<file path="src/apcms_pkg.sv">
// Constants and the fractional master clock divider for the audio port clock mode block
`timescale 1ns/100ps
`default_nettype none

package apcms_pkg;
  // Bus and register map, byte addresses
  localparam int ADDR_W = 8;
  localparam logic [7:0] OFS_XFER_CFG_BASE = 8'h00;
  localparam logic [7:0] OFS_MCLK_CTRL_BASE = 8'h18;
  localparam logic [7:0] OFS_MCLK_DIV_BASE = 8'h24;
  localparam logic [7:0] OFS_STATUS = 8'h30;
  localparam int NUM_DIR = 6;
  localparam int NUM_INST = 3;
  // Direction index is instance times two plus one for the receiver
  localparam logic [2:0] DIR_TX0 = 3'h0;
  localparam logic [2:0] DIR_RX0 = 3'h1;
  localparam logic [2:0] DIR_TX1 = 3'h2;
  localparam logic [2:0] DIR_RX1 = 3'h3;
  localparam logic [2:0] DIR_TX2 = 3'h4;
  localparam logic [2:0] DIR_RX2 = 3'h5;
  // Transfer config two fields
  localparam int CFG_MODE_LSB = 0;
  localparam int CFG_BCD_BIT = 2;
  localparam logic [2:0] CFG_RESET = 3'h0;
  localparam logic [1:0] MODE_ASYNC_BUS = 2'h0;
  localparam logic [1:0] MODE_01 = 2'h1;
  localparam logic [1:0] MODE_10 = 2'h2;
  localparam logic [1:0] MODE_11 = 2'h3;
  // Master clock control fields
  localparam int MCR_SEL_LSB = 0;
  localparam int MCR_OE_BIT = 2;
  localparam logic [2:0] MCR_RESET = 3'h0;
  localparam logic [1:0] MASTER_CLOCK_INPUT_SELECT_IRC = 2'h0;
  localparam logic [1:0] MASTER_CLOCK_INPUT_SELECT_PLL_DIV = 2'h1;
  localparam logic [1:0] MASTER_CLOCK_INPUT_SELECT_MAIN_PLL = 2'h2;
  localparam logic [1:0] MASTER_CLOCK_INPUT_SELECT_XOSC = 2'h3;
  // Master clock divide fields
  localparam int MDR_DIV_LSB = 0;
  localparam int MDR_FRAC_LSB = 8;
  localparam logic [15:0] MDR_RESET = 16'h0000;
  // Status fields
  localparam int STAT_RSVD_LSB = 0;
  localparam int STAT_MCLK_LSB = 8;
  localparam logic [1:0] RESP_OKAY = 2'h0;
  localparam logic [1:0] RESP_SLVERR = 2'h2;
endpackage

module apcms_fcd #(
  parameter int DIV_W = 8
) (
  // Clock and reset
  input wire logic clk,
  input wire logic rst_n,
  // Source ticks, indexed by input select code
  input wire logic [3:0] src_tick,
  // Settings
  input wire logic [1:0] input_sel,
  input wire logic out_en,
  input wire logic [DIV_W-1:0] divide,
  input wire logic [DIV_W-1:0] fraction,
  // Master clock
  output logic mclk,
  output logic mclk_rise
);
  typedef struct packed {
    logic [DIV_W:0] acc;
    logic mclk;
    logic rise;
  } apcms_fcd_t;

  apcms_fcd_t q, d;

  always_comb
  begin
    logic [DIV_W:0] sum;
    logic [DIV_W:0] frac;
    sum = '0;
    frac = (fraction > divide) ? {1'b0, divide} : {1'b0, fraction};
    d = q;
    d.rise = 1'b0;
    // Disabled divider restarts cleanly so a new setting takes effect from phase zero
    if (!out_en)
    begin
      d.acc = '0;
      d.mclk = 1'b0;
    end
    else if (src_tick[input_sel] && (divide != '0))
    begin
      sum = q.acc + frac;
      if (sum >= {1'b0, divide})
      begin
        d.acc = sum - {1'b0, divide};
        d.mclk = ~q.mclk;
        d.rise = ~q.mclk;
      end
      else
      begin
        d.acc = sum;
      end
    end
  end

  always_ff @(posedge clk or negedge rst_n)
  begin
    if (!rst_n)
      q <= '0;
    else
      q <= d;
  end

  assign mclk = q.mclk;
  assign mclk_rise = q.rise;
endmodule

`default_nettype wire

</file>
<file path="src/apcms_top.sv">
// Clock mode select for the transmit and receive sides of three audio serial ports
//
// Local design decisions: the placing of the registers and register access over AXI4-Lite.
`timescale 1ns/100ps
`default_nettype none

// Operation
// - Mode field meaning depends on bit-clock direction
// - Mode 00: asynchronous, or bus clock
// - Port 0 transmit: receiver, port 2 TX/RX
// - Port 1 transmit: receiver, port 2 TX/RX
// - Port 2: 01 own partner; 10/11 reserved
// - Port 0 receive: transmitter, port 2 RX/TX
// - Port 1 receive: transmitter, port 2 RX/TX
// - Input select picks one of four sources
// - Only port 2 masters other ports' external bit clocks; master clocks of ports 0, 1 and 2 are shared
module apcms_top #(
  parameter int DIV_W = 8
) (
  // Clock and reset
  input wire logic CLK,
  input wire logic RSTN,
  // AXI4-Lite write
  input wire logic AWVALID,
  output logic AWREADY,
  input wire logic [apcms_pkg::ADDR_W-1:0] AWADDR,
  input wire logic WVALID,
  output logic WREADY,
  input wire logic [31:0] WDATA,
  input wire logic [3:0] WSTRB,
  output logic BVALID,
  input wire logic BREADY,
  output logic [1:0] BRESP,
  // AXI4-Lite read
  input wire logic ARVALID,
  output logic ARREADY,
  input wire logic [apcms_pkg::ADDR_W-1:0] ARADDR,
  output logic RVALID,
  input wire logic RREADY,
  output logic [31:0] RDATA,
  output logic [1:0] RRESP,
  // Divider source ticks
  input wire logic INTERNAL_RC_OSC_CLOCK_TICK,
  input wire logic PLL_DIV_CLOCK_TICK,
  input wire logic MAIN_PLL_CLOCK_TICK,
  input wire logic CRYSTAL_OSC_CLOCK_TICK,
  // Port pins per direction
  input wire logic [5:0] BCLK_PIN,
  input wire logic [5:0] FS_PIN,
  // Selected clocking per direction, master clock per port
  output logic [5:0] BCLK_OUT,
  output logic [5:0] FS_OUT,
  output logic [5:0] BCLK_EN_OUT,
  output logic [2:0] MCLK_OUT
);
  typedef struct packed {
    logic [5:0][2:0] cfg;
    logic [2:0][2:0] mcr;
    logic [2:0][15:0] mdr;
    logic aw_have;
    logic [apcms_pkg::ADDR_W-1:0] aw_addr;
    logic w_have;
    logic [31:0] w_data;
    logic [3:0] w_strb;
    logic awready;
    logic wready;
    logic bvalid;
    logic [1:0] bresp;
    logic arready;
    logic rvalid;
    logic [31:0] rdata;
    logic [1:0] rresp;
    logic [5:0] bclk;
    logic [5:0] fs;
    logic [5:0] tick;
  } apcms_state_t;

  apcms_state_t r_q, r_d;
  logic [2:0] mclk_lvl;
  logic [2:0] mclk_rise;
  logic [3:0] src_tick;
  logic [5:0] rsvd;

  // Order follows the input select encoding
  assign src_tick = {CRYSTAL_OSC_CLOCK_TICK, MAIN_PLL_CLOCK_TICK,
                     PLL_DIV_CLOCK_TICK, INTERNAL_RC_OSC_CLOCK_TICK};

  // Sync partner for an external bit clock; bit 3 set means none
  function automatic logic [3:0] sync_partner(input logic [2:0] dir, input logic [1:0] m);
    logic [3:0] p;
    p = 4'h8;
    case (dir)
      apcms_pkg::DIR_TX0:
        p = (m == apcms_pkg::MODE_01) ? {1'b0, apcms_pkg::DIR_RX0} :
            (m == apcms_pkg::MODE_10) ? {1'b0, apcms_pkg::DIR_TX2} :
            (m == apcms_pkg::MODE_11) ? {1'b0, apcms_pkg::DIR_RX2} : 4'h8;
      apcms_pkg::DIR_TX1:
        p = (m == apcms_pkg::MODE_01) ? {1'b0, apcms_pkg::DIR_RX1} :
            (m == apcms_pkg::MODE_10) ? {1'b0, apcms_pkg::DIR_TX2} :
            (m == apcms_pkg::MODE_11) ? {1'b0, apcms_pkg::DIR_RX2} : 4'h8;
      apcms_pkg::DIR_RX0:
        p = (m == apcms_pkg::MODE_01) ? {1'b0, apcms_pkg::DIR_TX0} :
            (m == apcms_pkg::MODE_10) ? {1'b0, apcms_pkg::DIR_RX2} :
            (m == apcms_pkg::MODE_11) ? {1'b0, apcms_pkg::DIR_TX2} : 4'h8;
      apcms_pkg::DIR_RX1:
        p = (m == apcms_pkg::MODE_01) ? {1'b0, apcms_pkg::DIR_TX1} :
            (m == apcms_pkg::MODE_10) ? {1'b0, apcms_pkg::DIR_RX2} :
            (m == apcms_pkg::MODE_11) ? {1'b0, apcms_pkg::DIR_TX2} : 4'h8;
      // port 2 only pairs with itself
      apcms_pkg::DIR_TX2:
        p = (m == apcms_pkg::MODE_01) ? {1'b0, apcms_pkg::DIR_RX2} : 4'h8;
      apcms_pkg::DIR_RX2:
        p = (m == apcms_pkg::MODE_01) ? {1'b0, apcms_pkg::DIR_TX2} : 4'h8;
      default:
        p = 4'h8;
    endcase
    return p;
  endfunction

  // Master clock for an internal bit clock; 3 means bus clock
  function automatic logic [1:0] mclk_pick(input logic [1:0] inst, input logic [1:0] m);
    logic [1:0] s;
    s = 2'h3;
    case (m)
      apcms_pkg::MODE_01: s = inst;
      apcms_pkg::MODE_10: s = (inst == 2'h0) ? 2'h1 : 2'h0;
      apcms_pkg::MODE_11: s = (inst == 2'h2) ? 2'h1 : 2'h2;
      default: s = 2'h3;
    endcase
    return s;
  endfunction

  genvar gi;
  generate
    for (gi = 0; gi < apcms_pkg::NUM_INST; gi++)
    begin : g_fcd
      apcms_fcd #(.DIV_W(DIV_W)) u_fcd (
        .clk(CLK),
        .rst_n(RSTN),
        .src_tick(src_tick),
        .input_sel(r_q.mcr[gi][apcms_pkg::MCR_SEL_LSB +: 2]),
        .out_en(r_q.mcr[gi][apcms_pkg::MCR_OE_BIT]),
        .divide(r_q.mdr[gi][apcms_pkg::MDR_DIV_LSB +: DIV_W]),
        .fraction(r_q.mdr[gi][apcms_pkg::MDR_FRAC_LSB +: DIV_W]),
        .mclk(mclk_lvl[gi]),
        .mclk_rise(mclk_rise[gi])
      );
    end
  endgenerate

  always_comb
  begin
    logic [3:0] p;
    logic [1:0] s;
    logic [1:0] m;
    logic [5:0] widx;
    logic [5:0] ridx;
    p = '0;
    s = '0;
    m = '0;
    widx = r_q.aw_addr[apcms_pkg::ADDR_W-1:2];
    ridx = ARADDR[apcms_pkg::ADDR_W-1:2];
    r_d = r_q;
    rsvd = '0;
    for (int i = 0; i < apcms_pkg::NUM_DIR; i++)
    begin
      m = r_q.cfg[i][apcms_pkg::CFG_MODE_LSB +: 2];
      if (r_q.cfg[i][apcms_pkg::CFG_BCD_BIT])
      begin
        s = mclk_pick(2'(i / 2), m);
        r_d.tick[i] = (s == 2'h3) ? 1'b1 : mclk_rise[s];
        r_d.bclk[i] = 1'b0;
        r_d.fs[i] = FS_PIN[i];
      end
      else
      begin
        p = sync_partner(3'(i), m);
        // reserved codes fall back to own pins
        rsvd[i] = (i >= 4) && (m[1] == 1'b1);
        r_d.tick[i] = 1'b0;
        r_d.bclk[i] = p[3] ? BCLK_PIN[i] : BCLK_PIN[p[2:0]];
        r_d.fs[i] = p[3] ? FS_PIN[i] : FS_PIN[p[2:0]];
      end
    end
    // Write channel, address and data taken in either order
    if (AWVALID && r_q.awready)
    begin
      r_d.aw_have = 1'b1;
      r_d.aw_addr = AWADDR;
    end
    if (WVALID && r_q.wready)
    begin
      r_d.w_have = 1'b1;
      r_d.w_data = WDATA;
      r_d.w_strb = WSTRB;
    end
    if (BVALID && BREADY)
      r_d.bvalid = 1'b0;
    if (r_q.aw_have && r_q.w_have && !r_q.bvalid)
    begin
      r_d.aw_have = 1'b0;
      r_d.w_have = 1'b0;
      r_d.bvalid = 1'b1;
      r_d.bresp = apcms_pkg::RESP_OKAY;
      if (widx < 6'(apcms_pkg::NUM_DIR))
      begin
        if (r_q.w_strb[0])
          r_d.cfg[widx] = r_q.w_data[2:0];
      end
      else if (widx >= 6'(apcms_pkg::OFS_MCLK_CTRL_BASE >> 2) &&
               widx < 6'((apcms_pkg::OFS_MCLK_CTRL_BASE >> 2) + 3))
      begin
        if (r_q.w_strb[0])
          r_d.mcr[widx - 6'(apcms_pkg::OFS_MCLK_CTRL_BASE >> 2)] = r_q.w_data[2:0];
      end
      else if (widx >= 6'(apcms_pkg::OFS_MCLK_DIV_BASE >> 2) &&
               widx < 6'((apcms_pkg::OFS_MCLK_DIV_BASE >> 2) + 3))
      begin
        for (int b = 0; b < 2; b++)
          if (r_q.w_strb[b])
            r_d.mdr[widx - 6'(apcms_pkg::OFS_MCLK_DIV_BASE >> 2)][b*8 +: 8] =
              r_q.w_data[b*8 +: 8];
      end
      else if (widx != 6'(apcms_pkg::OFS_STATUS >> 2))
        r_d.bresp = apcms_pkg::RESP_SLVERR;
    end
    r_d.awready = !r_d.aw_have && !r_d.bvalid;
    r_d.wready = !r_d.w_have && !r_d.bvalid;
    // Read channel answers on the same edge that takes the address
    if (RVALID && RREADY)
      r_d.rvalid = 1'b0;
    if (ARVALID && r_q.arready)
    begin
      r_d.rvalid = 1'b1;
      r_d.rdata = '0;
      r_d.rresp = apcms_pkg::RESP_OKAY;
      if (ridx < 6'(apcms_pkg::NUM_DIR))
        r_d.rdata[2:0] = r_q.cfg[ridx];
      else if (ridx >= 6'(apcms_pkg::OFS_MCLK_CTRL_BASE >> 2) &&
               ridx < 6'((apcms_pkg::OFS_MCLK_CTRL_BASE >> 2) + 3))
        r_d.rdata[2:0] = r_q.mcr[ridx - 6'(apcms_pkg::OFS_MCLK_CTRL_BASE >> 2)];
      else if (ridx >= 6'(apcms_pkg::OFS_MCLK_DIV_BASE >> 2) &&
               ridx < 6'((apcms_pkg::OFS_MCLK_DIV_BASE >> 2) + 3))
        r_d.rdata[15:0] = r_q.mdr[ridx - 6'(apcms_pkg::OFS_MCLK_DIV_BASE >> 2)];
      else if (ridx == 6'(apcms_pkg::OFS_STATUS >> 2))
      begin
        r_d.rdata[apcms_pkg::STAT_RSVD_LSB +: 6] = rsvd;
        r_d.rdata[apcms_pkg::STAT_MCLK_LSB +: 3] = mclk_lvl;
      end
      else
        r_d.rresp = apcms_pkg::RESP_SLVERR;
    end
    r_d.arready = !r_d.rvalid;
  end

  always_ff @(posedge CLK or negedge RSTN)
  begin
    if (!RSTN)
    begin
      r_q <= '0;
      r_q.cfg <= {apcms_pkg::NUM_DIR{apcms_pkg::CFG_RESET}};
      r_q.mcr <= {apcms_pkg::NUM_INST{apcms_pkg::MCR_RESET}};
      r_q.mdr <= {apcms_pkg::NUM_INST{apcms_pkg::MDR_RESET}};
      r_q.awready <= 1'b1;
      r_q.wready <= 1'b1;
      r_q.arready <= 1'b1;
    end
    else
      r_q <= r_d;
  end

  assign AWREADY = r_q.awready;
  assign WREADY = r_q.wready;
  assign BVALID = r_q.bvalid;
  assign BRESP = r_q.bresp;
  assign ARREADY = r_q.arready;
  assign RVALID = r_q.rvalid;
  assign RDATA = r_q.rdata;
  assign RRESP = r_q.rresp;
  assign BCLK_OUT = r_q.bclk;
  assign FS_OUT = r_q.fs;
  assign BCLK_EN_OUT = r_q.tick;
  assign MCLK_OUT = mclk_lvl;
endmodule

`default_nettype wire

</file>
<file path="config.mk">
export PLATFORM = sky130hd
export DESIGN_NAME = apcms_top
export DESIGN_NICKNAME = d
export VERILOG_FILES = /design/src/apcms_pkg.sv /design/src/apcms_top.sv
export SDC_FILE = /design/constraint.sdc
export NUM_CORES = 1
export LEC_CHECK = 0
export BUFFER_PORTS_ARGS = -buffer_cell sky130_fd_sc_hd__buf_2
export CAP_MARGIN = 0
export CORE_ASPECT_RATIO = 1.75
export CORE_MARGIN = 3
export CORE_UTILIZATION = 45
export CTS_BUF_LIST = sky130_fd_sc_hd__clkbuf_4 sky130_fd_sc_hd__clkbuf_8
export DETAILED_ROUTE_END_ITERATION = 6
export PLACE_DENSITY = 0.66
export SLEW_MARGIN = 20
export SYNTH_ARGS = -nofsm -noshare
export SYNTH_HDL_FRONTEND = slang
export SYNTH_SLANG_ARGS = --single-unit
</file>
<file path="constraint.sdc">
create_clock -name CLK -period 5.09 [get_ports CLK]
set_clock_uncertainty 0.15 [all_clocks]
set_input_delay 1.018 -clock CLK [delete_from_list [all_inputs] [get_ports CLK]]
set_output_delay 1.018 -clock CLK [all_outputs]
set_load 0.005 [all_outputs]
</file>
==> metrics.md <==
| Metric | Value |
|---|---|
| WP data required | `5320 ps` |
| Cell Area, Synth | `12000 um2` |
| Final WL | `31900 um` |
| All-Layer GR Usage | `0.223` |
| Setup violations, final | `0` |
| Rows | `78` |
| Most common cell after layout, fill and taps aside | `dfrtp_1` |
| Fin area | `13400 um2` |
| Cell variety after synth | `75` |
| Drt via density | `5.71` |
| Worst hold path type | `register to register` |
| GR peak layer | `met2` |
| Ports | `137` |
| Post-synthesis register bit count | `175` |
| Clock Latency Late Sink | `500 ps` |
| Static Leak | `0.00664 uW` |
| Initial antenna violation count | `2` |
| Area delta synth->final | `11.8%` |
| Die width | `129 um` |
| RSZ-0062 raised after global routing | `yes` |
| Initial core utilization | `0.461` |
| Async SR Flop Fraction | `1.00` |
| # clock sinks | `175` |
| Final GP Congestion | `0.926` |
| Finished Layout Cells | `1632` |
| Synthesized netlist cell count | `1187` |
| Die ar. | `28800 um2` |
| WL/cell | `19.5 um` |
| Placed Instances | `1589` |
| Pre-CTS setup slack | `24.9 ps` |
| Largest net degree at the start of global routing | `103` |
| Initial DRC count | `463` |
| Worst r2r src | `r_q[126]` |
| Slew @ Worst Pin | `949 ps` |
| Grt ovf | `0` |
| First-pass GRT wire length | `49500 um` |
| Tot Pwr | `5030 uW` |
| Crit-path max FO | `4` |
| CTS tree | `built` |
| Crit. End Element | `register` |
| Net count reported at finish | `1483` |
| Crit Path Category | `register to register` |
| Most used DFF post-synth | `dfrtp_1` |
| DIE HEIGHT | `222 um` |
| Pwr Density | `375 nW/um2` |
| Post-DRT Antenna Nets | `0` |
| Reg area | `4380 um2` |
| Yosys warns | `0` |
| M1 GR Usage | `0.225` |
| Met3 usage | `0.0330` |
| Utilization after layout | `0.515` |
| IO Port Bufs | `96` |
| R2R Setup Slk | `140 ps` |
| Worst slew margin | `0.362` |
| Longest Clk Path Bufs | `2` |
| Fin crit period | `4950 ps` |
| Final hold violation count | `0` |
| DRT Pass-1 Iters | `5` |
| Min-delay src | `r_q[95]` |
| Clk slew on worst S/H paths | `100 ps` |
| Met2 global-route usage | `0.421` |
| Max incr delay on CP | `410 ps` |
| R2r worst-path depth | `22` |
| Outcome | `finished clean` |
| Slew Viols, Final | `0` |
| Syn avg cell area | `10.1 um2` |
| CP arrival | `5180 ps` |
| Most frequent cells in the layout | `dfrtp_1 (171), mux2_2 (110), ha_1 (103)` |
| Startpoint types | `register` |
| Hold endpoint | `WREADY` |
| TritonCTS buffer count | `17` |
| # hold bufs at CTS | `0` |
| Area of the multi-input gates | `6980 um2` |
| Root buffer cell | `clkbuf_8` |
| Peak supply drop | `0.262 mV` |
| Hpwl dp | `25200 um` |
| DR DRC count | `0` |
| Placed cell areas | `12900 um2` |
| Worst Hold Path Cells | `1` |
| Maxcap violations | `0` |
| Fin crit share | `0.972` |
| Fmax | `202 MHz` |
| Slowest cell on crit path | `dfrtp_1` |
| Setup ws final | `143 ps` |
| Crit-path cells | `inv_1 -> ha_1 -> a21o_1 -> a21o_1 -> a21oi_1 -> o21ai_0 -> o21a_1 -> mux2_2 -> ha_1 -> a21o_1 -> a21oi_2 -> nand3b_1 -> a311oi_1 -> xor2_1 -> ha_1 -> nand4_1 -> nor2_1 -> nor2_2 -> o2111a_2 -> nand2_2 -> or2_2 -> a32o_1` |
| Floorplan Core Area | `26100 um2` |
| Layout cells sized above 1 | `0.273` |
| Seq/Total Area, Yosys | `0.365` |
| Clock H-tree levels | `4` |
| Fillers | `2372` |
| Reg2Reg Capture Point | `g_fcd[1].u_fcd.q[7]` |
| Post-synth EDFFs | `0` |
| Vias in the first global route | `9369` |
| Total number of vias | `9317` |
==> cells by family after synthesis <==
group | after synthesis | share of synthesized area
flip-flops | 175 | 0.365
AO/OA/AOI/OAI | 261 | 0.136
XOR/XNOR | 33 | 0.0241
buffers and inverters | 151 | 0.0662
adder cells (fa/ha/maj) | 111 | 0.119
other | 1 | 0.000312
multiplexers | 186 | 0.177
AND/OR/NAND/NOR | 269 | 0.112
==> routing by layer <==
layer / vias up / part of all wire
met5: - / 0
met4: 0 / 0.059
met3: 74 / 0.030
met2: 226 / 0.56
met1: 4583 / 0.35
li1: 4434 / -
==> metrics by stage <==
step	hold slack, ps	setup TNS (ps)
after floorplan	258	0
after global placement	282	0
after detailed placement	282	0
after CTS	290	0
after global routing	322	-166
final	289	0
==> report_power, final <==
part | internal, uW | switching [uW] | total [uW]
clock | 463 | 557 | 1020
sequential | 1600 | 298 | 1900
combinational | 1050 | 1060 | 2110
==> cell type report <==
type                    count  share of cell area
flip-flops and latches    175               0.327
multi-input cells         878               0.520
clock buffers              19              0.0190
well taps                 320              0.0298
inverters                  63              0.0176
clock inverters            13              0.0113
diodes                      2            0.000373
repair buffers            162              0.0753
==> flip-flops by register name, indices dropped and copies added, names as in the netlist <==
name and cells:
BRESP 1, AWREADY 1, BCLK_EN_OUT 6, FS_OUT 6, ARREADY 1, BVALID 1, WREADY 1, RDATA 16
RVALID 1, RRESP 1, r_q 101, g_fcd.u_fcd.mclk 3, g_fcd.u_fcd.q 27, g_fcd.u_fcd.mclk_rise 3, BCLK_OUT 6
==> worst max-delay path: cells and delay by family (launching register included) <==
family	cells	cell delay, ps
adder cells (fa/ha/maj)	3	890
AND/OR/NAND/NOR	6	830
XOR/XNOR	1	270
AO/OA/AOI/OAI	10	1860
buffers and inverters	1	90
multiplexers	1	330
flip-flops	1	410
==> synth_stat cells, types with 7 or more instances <==
master	n	area, um2
a21o_1	19	143
a21oi_1	75	375
a22o_1	13	114
a31oi_1	13	81.3
and3_1	7	43.8
buf_4	58	435
clkbuf_1	27	101
dfrtp_1	172	4300
ha_1	105	1310
inv_1	62	233
mux2_2	110	1240
mux2_4	8	120
mux2i_1	61	611
mux4_2	7	158
nand2_1	74	278
nand2b_1	10	62.6
nand3_1	16	80.1
nand3b_1	10	75.1
nand4_1	14	87.6
nor2_1	71	267
nor2b_1	16	100
nor3_1	12	60.1
nor4_1	7	43.8
o21a_1	10	75.1
o21ai_0	75	375
xnor2_1	17	149
xor2_1	16	140
==> timing repair <==
| action | 4_1_cts | 5_1_grt |
|---|---|---|
| gates resized for setup | 1 | 25 |
| pin swaps | 0 | 13 |
| endpoints found under the setup margin | 2 | 31 |
| hold endpoints to repair | 0 | 0 |
| buffers inserted | 0 | 9 |
==> worst max path at each step <==
stage                     endpoint  depth (start not counted)  slack (ps)      from
5_1_grt        g_fcd[0].u_fcd.q[5]                         23         -50  r_q[114]
6_report       g_fcd[1].u_fcd.q[7]                         22         140  r_q[126]
3_3_place_gp   g_fcd[0].u_fcd.q[5]                         21         110  r_q[110]
2_1_floorplan  g_fcd[1].u_fcd.q[7]                         24         140  r_q[122]
4_1_cts        g_fcd[0].u_fcd.q[5]                         21          30  r_q[110]
3_5_place_dp   g_fcd[1].u_fcd.q[7]                         22          20  r_q[126]
(Power assumes the default switching activity.)
